File: config.mk
export PLATFORM = sky130hd
export DESIGN_NAME = nsop_top
export DESIGN_NICKNAME = d
export VERILOG_FILES = /design/src/nsop_pkg.sv /design/src/nsop_sync.sv /design/src/nsop_stretch.sv /design/src/nsop_top.sv
export SDC_FILE = /design/constraint.sdc
export NUM_CORES = 2
export LEC_CHECK = 0
export BUFFER_PORTS_ARGS = -buffer_cell sky130_fd_sc_hd__buf_2
export CORE_ASPECT_RATIO = 1.2
export CORE_MARGIN = 2
export CORE_UTILIZATION = 63
export DETAILED_ROUTE_END_ITERATION = 10
export GPL_TIMING_DRIVEN = 1
export PLACE_DENSITY = 0.82
export SETUP_SLACK_MARGIN = 0.05
export SYNTH_ARGS = -nofsm -noshare
export SYNTH_HDL_FRONTEND = slang
export SYNTH_SLANG_ARGS = --single-unit
File: constraint.sdc
create_clock -name CLK_IN -period 4.01 [get_ports CLK_IN]
set_clock_uncertainty 0.05 [all_clocks]
set_input_delay 0.401 -clock CLK_IN [delete_from_list [all_inputs] [get_ports CLK_IN]]
set_output_delay 0.401 -clock CLK_IN [all_outputs]
set_load 0.02 [all_outputs]
File: src/nsop_pkg.sv
// shared constants for the oscillator select and fast overrange pin block
package nsop_pkg;

    // datapath widths
    localparam int SAMPLE_W    = 12;            // signed converter sample width
    localparam int PHASE_W     = 32;            // oscillator phase accumulator width
    localparam int HOLD_W      = 8;             // overrange minimum pulse count width
    localparam int NCO_NUM     = 4;             // oscillators per channel
    localparam int SEL_W       = 2;             // select code width per channel
    localparam int CHAN_NUM    = 2;             // channels a and b
    localparam int FLAG_NUM    = 4;             // overrange flags in total
    localparam int SYNC_STAGES = 3;             // select pin synchroniser depth
    localparam int ADDR_W      = 8;             // apb address width
    localparam int DATA_W      = 32;            // apb data width
    localparam int STAT_W      = 6;             // event status bits

    // register byte addresses
    localparam logic [7:0] CTRL_ADDR     = 8'h00;  // pin mode and output format
    localparam logic [7:0] SWSEL_ADDR    = 8'h04;  // register-driven select codes
    localparam logic [7:0] THR1_ADDR     = 8'h08;  // first overrange threshold
    localparam logic [7:0] THR2_ADDR     = 8'h0C;  // second overrange threshold
    localparam logic [7:0] HOLD_ADDR     = 8'h10;  // overrange minimum pulse length
    localparam logic [7:0] FREQA_ADDR    = 8'h14;  // channel a base phase step
    localparam logic [7:0] FREQB_ADDR    = 8'h18;  // channel b base phase step
    localparam logic [7:0] STATUS_ADDR   = 8'h1C;  // sticky events, write one to clear
    localparam logic [7:0] MASK_ADDR     = 8'h20;  // interrupt mask
    localparam logic [7:0] STATE_ADDR    = 8'h24;  // live selection and flags

    // field positions
    localparam int CTRL_PIN_BIT  = 0;           // pin_select_enable
    localparam int CTRL_FMT_LSB  = 1;           // output_format_mode, two bits
    localparam int STAT_SEL_LSB  = 4;           // selection change events
    localparam int STATE_FLG_LSB = 4;           // live overrange flags in state word

    // output format codes
    localparam logic [1:0] FMT_REAL = 2'h0;     // real output, mixer not used

    // reset values
    localparam logic [SAMPLE_W-1:0] THR1_RST = 12'h0_700;
    localparam logic [SAMPLE_W-1:0] THR2_RST = 12'h0_7F0;
    localparam logic [HOLD_W-1:0]   HOLD_RST = 8'h01;
    localparam logic [PHASE_W-1:0]  FREQ_RST = 32'h0100_0000;

endpackage

File: src/nsop_sync.sv
// multi-stage synchroniser for asynchronous level inputs
`timescale 1ns/1ps
module nsop_sync #(
    parameter int WIDTH  = 4,
    parameter int STAGES = 3
) (
    // clock and reset
    input  wire logic             clk_in,
    input  wire logic             rst_n_in,
    // level in and out
    input  wire logic [WIDTH-1:0] async_in,
    output logic      [WIDTH-1:0] sync_out
);
    // whole flop chain; stage 0 is read only by stage 1
    typedef struct packed {
        logic [STAGES-1:0][WIDTH-1:0] chain;    // stage 0 catches the pin
    } nsop_sync_t;

    nsop_sync_t s_q;                            // registered state
    nsop_sync_t s_d;                            // next state

    // shift the chain one stage per clock
    always_comb begin
        s_d = s_q;
        s_d.chain[0] = async_in;
        for (int i = 1; i < STAGES; i++) begin
            s_d.chain[i] = s_q.chain[i-1];
        end
    end

    // synchronous active-low reset clears every stage
    always_ff @(posedge clk_in) begin
        if (!rst_n_in) begin
            s_q <= '0;
        end else begin
            s_q <= s_d;
        end
    end

    assign sync_out = s_q.chain[STAGES-1];
endmodule

File: src/nsop_stretch.sv
// overrange flag with programmable minimum high time
`timescale 1ns/1ps
module nsop_stretch #(
    parameter int HOLD_W = 8
) (
    // clock and reset
    input  wire logic              clk_in,
    input  wire logic              rst_n_in,
    // comparison result and hold length
    input  wire logic              exceed_in,
    input  wire logic [HOLD_W-1:0] min_pulse_in,
    // registered flag
    output logic                   flag_out
);
    // flag and remaining hold cycles
    typedef struct packed {
        logic              flag;                // pin level
        logic [HOLD_W-1:0] cnt;                 // cycles left including current
    } nsop_stretch_t;

    nsop_stretch_t s_q;                         // registered state
    nsop_stretch_t s_d;                         // next state

    // reload on every exceeding sample, then count down
    always_comb begin
        s_d = s_q;
        if (exceed_in) begin
            s_d.flag = 1'b1;
            // a zero length still gives one cycle high
            s_d.cnt  = (min_pulse_in == '0) ? HOLD_W'(1) : min_pulse_in;
        end else if (s_q.cnt > HOLD_W'(1)) begin
            s_d.flag = 1'b1;
            s_d.cnt  = s_q.cnt - HOLD_W'(1);
        end else begin
            s_d.flag = 1'b0;
            s_d.cnt  = '0;
        end
    end

    // state register
    always_ff @(posedge clk_in) begin
        if (!rst_n_in) begin
            s_q <= '0;
        end else begin
            s_q <= s_d;
        end
    end

    assign flag_out = s_q.flag;
endmodule

File: src/nsop_top.sv
// oscillator select pins, oscillator banks and fast overrange flag pins
// Behaviour
// - channel a pin code picks one of four oscillators
// - channel b pin code picks its own oscillator
// - unselected oscillators keep advancing phase
// - pins steer selection only when pin mode set and output format not real
// - select pins are asynchronous to the clock
// - first flag high above first threshold
// - second flag high above second threshold
// - flags stay high at least minimum pulse
`timescale 1ns/1ps
module nsop_top
    import nsop_pkg::*;
#(
    parameter int SYNC_DEPTH = nsop_pkg::SYNC_STAGES
) (
    // clock and reset
    input  wire logic                          CLK_IN,
    input  wire logic                          RST_N_IN,
    // apb slave
    input  wire logic                          PSEL_IN,
    input  wire logic                          PENABLE_IN,
    input  wire logic                          PWRITE_IN,
    input  wire logic [nsop_pkg::ADDR_W-1:0]   PADDR_IN,
    input  wire logic [nsop_pkg::DATA_W-1:0]   PWDATA_IN,
    output logic      [nsop_pkg::DATA_W-1:0]   PRDATA_OUT,
    output logic                               PREADY_OUT,
    output logic                               PSLVERR_OUT,
    // oscillator select pins
    input  wire logic                          OSC_SEL_A_LSB_IN,
    input  wire logic                          OSC_SEL_A_MSB_IN,
    input  wire logic                          OSC_SEL_B_LSB_IN,
    input  wire logic                          OSC_SEL_B_MSB_IN,
    // converter samples, signed
    input  wire logic [nsop_pkg::SAMPLE_W-1:0] SAMPLE_A_IN,
    input  wire logic [nsop_pkg::SAMPLE_W-1:0] SAMPLE_B_IN,
    // overrange flag pins
    output logic                               OVR_FLAG_A_FIRST_OUT,
    output logic                               OVR_FLAG_A_SECOND_OUT,
    output logic                               OVR_FLAG_B_FIRST_OUT,
    output logic                               OVR_FLAG_B_SECOND_OUT,
    // mixer phase and active selection
    output logic      [nsop_pkg::PHASE_W-1:0]  PHASE_A_OUT,
    output logic      [nsop_pkg::PHASE_W-1:0]  PHASE_B_OUT,
    output logic      [nsop_pkg::SEL_W-1:0]    OSC_SEL_A_OUT,
    output logic      [nsop_pkg::SEL_W-1:0]    OSC_SEL_B_OUT,
    // interrupt
    output logic                               IRQ_OUT
);
    import nsop_pkg::*;

    // all registered state of the block
    typedef struct packed {
        logic [DATA_W-1:0]                        prdata;    // read data
        logic                                     pready;    // access phase answer
        logic                                     pslverr;   // unmapped address
        logic                                     irq;       // interrupt pin
        logic                                     pin_mode;  // pin_select_enable
        logic [1:0]                               fmt;       // output_format_mode
        logic [CHAN_NUM-1:0][SEL_W-1:0]           sw_sel;    // register select codes
        logic [SAMPLE_W-1:0]                      thr1;      // first threshold
        logic [SAMPLE_W-1:0]                      thr2;      // second threshold
        logic [HOLD_W-1:0]                        hold;      // overrange_min_pulse
        logic [CHAN_NUM-1:0][PHASE_W-1:0]         freq;      // base phase step
        logic [STAT_W-1:0]                        status;    // sticky events
        logic [STAT_W-1:0]                        mask;      // interrupt enables
        logic [CHAN_NUM-1:0][SEL_W-1:0]           sel;       // active oscillator
        logic [CHAN_NUM-1:0][NCO_NUM-1:0][PHASE_W-1:0] phase; // accumulators
        logic [CHAN_NUM-1:0][PHASE_W-1:0]         phase_out; // mixer phase
        logic [FLAG_NUM-1:0]                      flag_prev; // flags a cycle ago
    } nsop_state_t;

    nsop_state_t s_q;                           // registered state
    nsop_state_t s_d;                           // next state

    logic [FLAG_NUM-1:0]              pins_raw;  // raw select pins
    logic [FLAG_NUM-1:0]              pins_sync; // synchronised select pins
    logic [CHAN_NUM-1:0][SEL_W-1:0]   pin_code;  // per channel pin code
    logic [CHAN_NUM-1:0][SAMPLE_W-1:0] mag;      // sample magnitudes
    logic [FLAG_NUM-1:0]              exceed;    // threshold comparisons
    logic [FLAG_NUM-1:0]              flags;     // stretched flags
    logic                             apb_setup; // setup phase seen
    logic                             apb_wr;    // write takes effect
    logic [DATA_W-1:0]                wdata;     // write data alias

    // pins arrive with no timing relation to the clock, so they go
    // through a flop chain before any logic sees them
    assign pins_raw = {OSC_SEL_B_MSB_IN, OSC_SEL_B_LSB_IN,
                       OSC_SEL_A_MSB_IN, OSC_SEL_A_LSB_IN};

    nsop_sync #(
        .WIDTH  (FLAG_NUM),
        .STAGES (SYNC_DEPTH)
    ) u_sync (
        .clk_in   (CLK_IN),
        .rst_n_in (RST_N_IN),
        .async_in (pins_raw),
        .sync_out (pins_sync)
    );

    // channel a code from its lsb and msb pins, channel b likewise
    assign pin_code[0] = pins_sync[1:0];
    assign pin_code[1] = pins_sync[3:2];

    // magnitude of a signed sample; the most negative code maps to
    // 12'h800, one above the largest positive magnitude, which still compares correctly
    function automatic logic [SAMPLE_W-1:0] magnitude(input logic [SAMPLE_W-1:0] s);
        magnitude = s[SAMPLE_W-1] ? SAMPLE_W'(~s + SAMPLE_W'(1)) : s;
    endfunction

    assign mag[0] = magnitude(SAMPLE_A_IN);
    assign mag[1] = magnitude(SAMPLE_B_IN);

    // one comparator and one stretcher per flag; flag index is
    // channel times two plus threshold number
    for (genvar f = 0; f < FLAG_NUM; f++) begin : g_flag
        if (f % 2 == 0) begin : g_first
            assign exceed[f] = mag[f/2] > s_q.thr1;
        end else begin : g_second
            assign exceed[f] = mag[f/2] > s_q.thr2;
        end
        nsop_stretch #(
            .HOLD_W (HOLD_W)
        ) u_stretch (
            .clk_in       (CLK_IN),
            .rst_n_in     (RST_N_IN),
            .exceed_in    (exceed[f]),
            .min_pulse_in (s_q.hold),
            .flag_out     (flags[f])
        );
    end

    // apb phases; pready is raised for the access cycle so every
    // transfer completes with no wait state
    assign apb_setup = PSEL_IN && !PENABLE_IN;
    assign apb_wr    = PSEL_IN && PENABLE_IN && s_q.pready && PWRITE_IN && !s_q.pslverr;
    assign wdata     = PWDATA_IN;

    // next-state logic for bus, selection, oscillators and events
    always_comb begin
        s_d = s_q;

        // answer prepared in the setup cycle, shown in the access cycle
        s_d.pready  = apb_setup;
        s_d.pslverr = 1'b0;
        if (apb_setup) begin
            s_d.prdata = '0;
            case (PADDR_IN)
                CTRL_ADDR: begin
                    s_d.prdata[CTRL_PIN_BIT] = s_q.pin_mode;
                    s_d.prdata[CTRL_FMT_LSB +: 2] = s_q.fmt;
                end
                SWSEL_ADDR: begin
                    s_d.prdata[2*SEL_W-1:0] = s_q.sw_sel;
                end
                THR1_ADDR: begin
                    s_d.prdata[SAMPLE_W-1:0] = s_q.thr1;
                end
                THR2_ADDR: begin
                    s_d.prdata[SAMPLE_W-1:0] = s_q.thr2;
                end
                HOLD_ADDR: begin
                    s_d.prdata[HOLD_W-1:0] = s_q.hold;
                end
                FREQA_ADDR: begin
                    s_d.prdata = s_q.freq[0];
                end
                FREQB_ADDR: begin
                    s_d.prdata = s_q.freq[1];
                end
                STATUS_ADDR: begin
                    s_d.prdata[STAT_W-1:0] = s_q.status;
                end
                MASK_ADDR: begin
                    s_d.prdata[STAT_W-1:0] = s_q.mask;
                end
                STATE_ADDR: begin
                    // live selection and flag levels
                    s_d.prdata[2*SEL_W-1:0] = s_q.sel;
                    s_d.prdata[STATE_FLG_LSB +: FLAG_NUM] = flags;
                end
                default: begin
                    // unmapped: zero data and an error answer
                    s_d.pslverr = 1'b1;
                end
            endcase
        end

        // register writes at the access edge with pready high
        if (apb_wr) begin
            case (PADDR_IN)
                CTRL_ADDR: begin
                    s_d.pin_mode = wdata[CTRL_PIN_BIT];
                    s_d.fmt      = wdata[CTRL_FMT_LSB +: 2];
                end
                SWSEL_ADDR: begin
                    s_d.sw_sel = wdata[2*SEL_W-1:0];
                end
                THR1_ADDR: begin
                    s_d.thr1 = wdata[SAMPLE_W-1:0];
                end
                THR2_ADDR: begin
                    s_d.thr2 = wdata[SAMPLE_W-1:0];
                end
                HOLD_ADDR: begin
                    s_d.hold = wdata[HOLD_W-1:0];
                end
                FREQA_ADDR: begin
                    s_d.freq[0] = wdata;
                end
                FREQB_ADDR: begin
                    s_d.freq[1] = wdata;
                end
                STATUS_ADDR: begin
                    // write one to clear; new events below win
                    s_d.status = s_q.status & ~wdata[STAT_W-1:0];
                end
                MASK_ADDR: begin
                    s_d.mask = wdata[STAT_W-1:0];
                end
                default: begin
                    // read-only or unmapped, nothing stored
                end
            endcase
        end

        // active oscillator per channel
        for (int c = 0; c < CHAN_NUM; c++) begin
            if (s_q.fmt == FMT_REAL) begin
                // real output bypasses the mixer, hold oscillator 0
                s_d.sel[c] = '0;
            end else if (s_q.pin_mode) begin
                s_d.sel[c] = pin_code[c];
            end else begin
                // pins ignored; register code steers instead
                s_d.sel[c] = s_q.sw_sel[c];
            end
        end

        // every accumulator advances each clock whether or not it is
        // selected, so a switch picks up a coherent running phase;
        // oscillator k steps at (k+1) times the channel base step
        for (int c = 0; c < CHAN_NUM; c++) begin
            for (int k = 0; k < NCO_NUM; k++) begin
                s_d.phase[c][k] = s_q.phase[c][k]
                                  + PHASE_W'(s_q.freq[c] * PHASE_W'(k + 1));
            end
            // mixer sees the selected accumulator
            s_d.phase_out[c] = s_q.phase[c][s_q.sel[c]];
        end

        // sticky events: flag rises and selection changes
        s_d.flag_prev = flags;
        for (int f = 0; f < FLAG_NUM; f++) begin
            if (flags[f] && !s_q.flag_prev[f]) begin
                s_d.status[f] = 1'b1;
            end
        end
        for (int c = 0; c < CHAN_NUM; c++) begin
            if (s_d.sel[c] != s_q.sel[c]) begin
                s_d.status[STAT_SEL_LSB + c] = 1'b1;
            end
        end

        // level interrupt from unmasked sticky bits
        s_d.irq = |(s_d.status & s_q.mask);
    end

    // state register with synchronous active-low reset
    always_ff @(posedge CLK_IN) begin
        if (!RST_N_IN) begin
            s_q          <= '0;
            s_q.thr1     <= THR1_RST;
            s_q.thr2     <= THR2_RST;
            s_q.hold     <= HOLD_RST;
            s_q.freq[0]  <= FREQ_RST;
            s_q.freq[1]  <= FREQ_RST;
        end else begin
            s_q <= s_d;
        end
    end

    // every output taken straight from a flop
    assign PRDATA_OUT            = s_q.prdata;
    assign PREADY_OUT            = s_q.pready;
    assign PSLVERR_OUT           = s_q.pslverr;
    assign OVR_FLAG_A_FIRST_OUT  = flags[0];
    assign OVR_FLAG_A_SECOND_OUT = flags[1];
    assign OVR_FLAG_B_FIRST_OUT  = flags[2];
    assign OVR_FLAG_B_SECOND_OUT = flags[3];
    assign PHASE_A_OUT           = s_q.phase_out[0];
    assign PHASE_B_OUT           = s_q.phase_out[1];
    assign OSC_SEL_A_OUT         = s_q.sel[0];
    assign OSC_SEL_B_OUT         = s_q.sel[1];
    assign IRQ_OUT               = s_q.irq;
endmodule

**Word level (Yosys, flattened, before mapping)**

Cells that the tools add are included.

- Flip-flop bits (word level): 526
- Input bits: 73
- Output and inout port bits: 107
- Logic and storage cells: 145

- $add $sub $neg: 14
- Multiply operators: 2
- $lt $le $gt $ge: 10
- Equality and inequality tests: 11
- Mux-type cells: 35
- Bitwise logic cells: 5
- Reduce and logical (&&, ||, !) cells: 29

Operator list:

| operator | number |
|---|---|
| adder 32 bit | 8 |
| binary-select mux 32 bit (select 2 bit) | 2 |
| two-way mux 9 bit | 8 |
| multiplier 32 x 2 -> 32 bit, second input constant | 2 |
| two-way mux 32 bit | 2 |
| > comparator 12 bit | 4 |
| one-hot mux 20 bit (2 select lines) | 1 |
| two-way mux 12 bit | 3 |
| == test 8 x 5 -> 1 bit, second input constant | 4 |
| > comparator 8 x 1 -> 1 bit, second input constant | 4 |
| subtractor 8 x 1 -> 8 bit, second input constant | 4 |
| one-hot mux 3 bit (10 select lines) | 1 |
| adder 12 x 1 -> 12 bit, second input constant | 2 |
| NOT 12 bit | 2 |
| AND reduction 2 bit | 9 |
| == test 8 x 4 -> 1 bit, second input constant | 2 |
| == test 8 x 6 -> 1 bit, second input constant | 2 |
| logical NOT 8 bit | 2 |
| one-hot mux 2 bit (8 select lines) | 1 |
| one-hot mux 4 bit (4 select lines) | 1 |
| AND 6 bit | 2 |
| two-way mux 6 bit | 2 |
| one-hot mux 2 bit (6 select lines) | 1 |
| OR reduction 10 bit | 1 |
| 12 further kinds | 36 |

**Depth between registers and ports, before layout**

- Word-level depth: 8
- Depth in mapped cells: 15
- Mapped depth without buffers: 14

**Modules after synthesis**

From an unflattened synthesis, not the netlist that was laid out.

- Cell total of the unflattened synthesis: 3790
- Area total of the unflattened synthesis: 33311.9 µm²

By module, submodules not included:

| module | instances | cells each | area an instance (µm²) |
|---|---|---|---|
| nsop_top | 1 | 3545 | 31083.6 |
| nsop_stretch | 4 | 55 | 473.0 |
| nsop_sync | 1 | 25 | 336.6 |

**Least setup slack after synthesis**

No wires, ideal clock.

- Path type: reg2reg
- From: reg s_q[340] (netlist name)
- To: reg s_q[163] (netlist name)
- Library setup time: 0.123 ns
- Arrival time: 3.027 ns
- Data required time: 3.837 ns
- Slack: 0.809 ns
- Cell stages (with the launch flop): 12
- Period minus slack after synthesis: 3.201 ns
- Cells stage by stage: dfxtp_1 > fa_1 > ha_1 > inv_1 > fa_1 > nor2b_1 > o31a_1 > o31ai_1 > o211a_1 > a211o_1 > o31ai_1 > mux2_1

- Word-level cells in the longest chain between the ends: 2

Ends and longest elaborated chain:

| what | RTL line | source |
|---|---|---|
| start, declared | nsop_top.sv:73 | `nsop_state_t s_q;` |
| multiplier 32 x 2 -> 32 bit | nsop_top.sv:246 | `+ PHASE_W'(s_q.freq[c] * PHASE_W'(k + 1));` |
| adder 32 bit | nsop_top.sv:246 |  |

Every way passes these cells.
A chain may end at the register's enable or synchronous reset.

**Final worst setup path**

Ends and elaborated chain as after synthesis.

==> reports/qor.txt <==
Clock slew at reported path FFs: 0.06 ns
Fin util: 69.0%
Worst stage delay on the critical path: 0.55 ns
Crit start category: register
Share of layout cells above drive strength 1: 10.7%
# rows: 94
Die area: 57700 sq um
Top_reg_cell synth: dfxtp_1
Net Count, Synth: 4549
Crit path max-delay family: compound AO/OA/AOI/OAI gates
Worst ir drop on vdd: 664 uV
Die height: 263 um
Synth-to-layout area growth: 7.98%
Cell Count Post-Placement: 4772
First DRT Iteration DRCs: 2810
Final setup fails: 0
Cell Area, Synth: 35200 sq um
CTS root buf: clkbuf_16
Synth warn: 0
Final period utilization: 93.1%
Initial antenna violation count: 4
Slew HR: 17.9%
Storage cell area: 10400 sq um
Unique masters post-synth: 101
Leak: 16.7 nW
Largest net degree at the start of global routing: 105
Die Width: 220 um
H-tree levels: 2
Vias in the first global route: 30.0k
CTS tree: done
Max Buffers Root-to-Sink: 3
Worst path bufs/invs: 1
Final hold vios: 0
RSZ-0062 raised after global routing: false
Hold Path Class: input pin to register
Dpl hpwl: 74100 um
FFs w/ async S/R, synth: 0%
Worst-margin pin slew: 1.21 ns
Pwr dens: 340 nW/um^2
Critical-path top delay cell: fa_1
WL/cell: 20.1 um
Total GRT Usage: 33.8%
Io pins: 180
Total core area: 55000 sq um
Cts hold-fix bufs: 26
WP data required: 4.46 ns
Final wirelength: 98600 um
HP Start: PWDATA_IN[15]
# port buffers: 179
Drc violations: 0
Crit. Startpoint: s_q[340]
Worst skew pair latency: 0.63 ns
Setup CP Type: register to register
Placer Congestion: 0.992
Multi-input combinational cell area: 22800 sq um
ANT nets after route: 0
Global-route wire length before repair: 158000 um
Synth Instances: 4108
Final Max Tran Viols: 0
Final non-filler cell total: 4901
Total of max-cap violations: 0
CP Cell Sequence: fa_1, ha_1, inv_1, fa_1, nor2b_1, o31a_1, o31ai_1, o211a_1, a211o_1, o31ai_1, mux2_1
Crit path max fanout: 7
Nets: 4576
Worst Setup Slack, final: 0.277 ns
Post-CTS Setup Inserts: 0
Outcome: complete, no violations
Hold_ws: 0.0372 ns
Initial core utilization: 63.9%
Gr ovfl total: 0
Crit. End Element: register
Post-synthesis sequential area ratio: 29.6%
Post-CTS sizing: 0
Post-Syn Area per Cell: 8.56 sq um
CTS Sinks: 520
Post-synth EDFFs: 0
FF+latch count, synth: 520
Via/cell ratio: 6.36
Worst slack, placed: 0.375 ns
Max Fclk: 268 MHz
Fillers: 4468
Cell taking the most area after synthesis: dfxtp_1
DR vias: 31.2k
Arr. time, crit path: 4.18 ns
Total iterations of the first detailed-routing run: 6
CTS buffer count: 55
RR Startpoint: s_q[340]
Largest cells by area after synthesis: dfxtp_1 30%, ha_1 11%, a21oi_1 5.4%
Synth top area share: 29.6%
Final Critical Period: 3.73 ns
Setup_tns: 0 ns
layout by cell type, fill, tap and decap left out, types with 41 or more instances in the layout:
cell / instances
buf_2: 178
mux2i_1: 72
nand2_1: 446
ha_1: 300
buf_4: 41
a21oi_1: 377
nand2b_1: 68
a21o_1: 130
xnor2_1: 106
dfxtp_1: 516
a211oi_1: 43
o21a_1: 44
o21ai_0: 151
inv_1: 124
nand3_1: 84
and2_1: 113
o211ai_1: 44
nor3_1: 89
nor2_1: 330
nand4_1: 61
xor2_1: 78
fa_1: 68
or3_1: 45
mux4_2: 60
clkbuf_16: 56
cell type report:
class,instances,area share [%]
flip-flops and latches,520,27.4
clock inverters,31,0.896
multi-input cells,3186,60.2
repair buffers,246,3.87
clock buffers,70,3.99
inverters,126,1.27
well taps,720,2.37
diodes,2,0.0132
power by group:
part / switching (W) / internal (W)
combinational: 0.00106 / 0.000867
sequential: 0.000240 / 0.00542
clock: 0.00229 / 0.00306
total: 0.00358 / 0.00934
worst paths after layout:
path                         to  slack, ns  cells after the start
min reg2reg  u_sync.sync_out[0]       0.39                      1
max reg2reg            s_q[163]       0.28                     11
max                    s_q[163]       0.28                     11
min                    s_q[355]       0.04                      3
logic make-up after synthesis:
logic type / share of synthesized area (%)
flip-flops: 29.6
AND/OR/NAND/NOR: 19.1
multiplexers: 6.19
XOR/XNOR: 4.58
AO/OA/AOI/OAI: 20.5
adder cells (fa/ha/maj): 14.5
buffers and inverters: 5.48
routing by layer:
metal  vias to the layer above  track usage, %  share of wire, %
met5                         -               0             0.038
met1                     14700            43.2                41
met3                       331            5.38               7.3
li1                      14800               -                 -
met4                         6            16.7               5.5
met2                      1327            55.2                46
flip-flops by register name (all words and copies together), names as in the netlist:
name and flops:
g_flag.u_stretch.flag_out 4, PSLVERR_OUT 1, PHASE_B_OUT 32, PHASE_A_OUT 32, PREADY_OUT 1, g_flag.u_stretch.s_q 32
OSC_SEL_A_OUT 2, IRQ_OUT 1, u_sync.s_d 8, s_q 369, PRDATA_OUT 32, u_sync.sync_out 4
OSC_SEL_B_OUT 2
worst reg2reg max path, delay by kind of cell, from the launching register on:
kind	cells	cell delay [ns]
AO/OA/AOI/OAI	5	1.32
adder cells (fa/ha/maj)	3	1.17
buffers and inverters	1	0.07
flip-flops	1	0.39
multiplexers	1	0.35
AND/OR/NAND/NOR	1	0.24
Yosys cell counts, drive strengths merged (15+ instances only):
library cell,n
a21oi,380
clkbuf,128
nor3b,18
buf,148
nor2b,33
mux2i,73
nor4,16
a22oi,19
and3,34
a21o,130
o31ai,23
a221oi,32
nand3,84
or3,46
and2,113
nor2,331
o211ai,47
dfxtp,520
or2,17
xnor2,106
fa,68
ha,300
mux4,60
inv,125
a211oi,45
nor3,95
o21a,44
nand2b,68
nand4,61
xor2,78
a31oi,36
o21bai,30
nand2,446
a21boi,15
o21ai,172
metrics by stage:
step	area (sq um)	power [W]
2_1_floorplan	35200	0.00713
6_report	38000	0.0129
3_5_place_dp	35900	0.00761
4_1_cts	38000	0.0129
3_3_place_gp	35900	0.00757
5_1_grt	38000	0.0134
(Power assumes the default switching activity.)
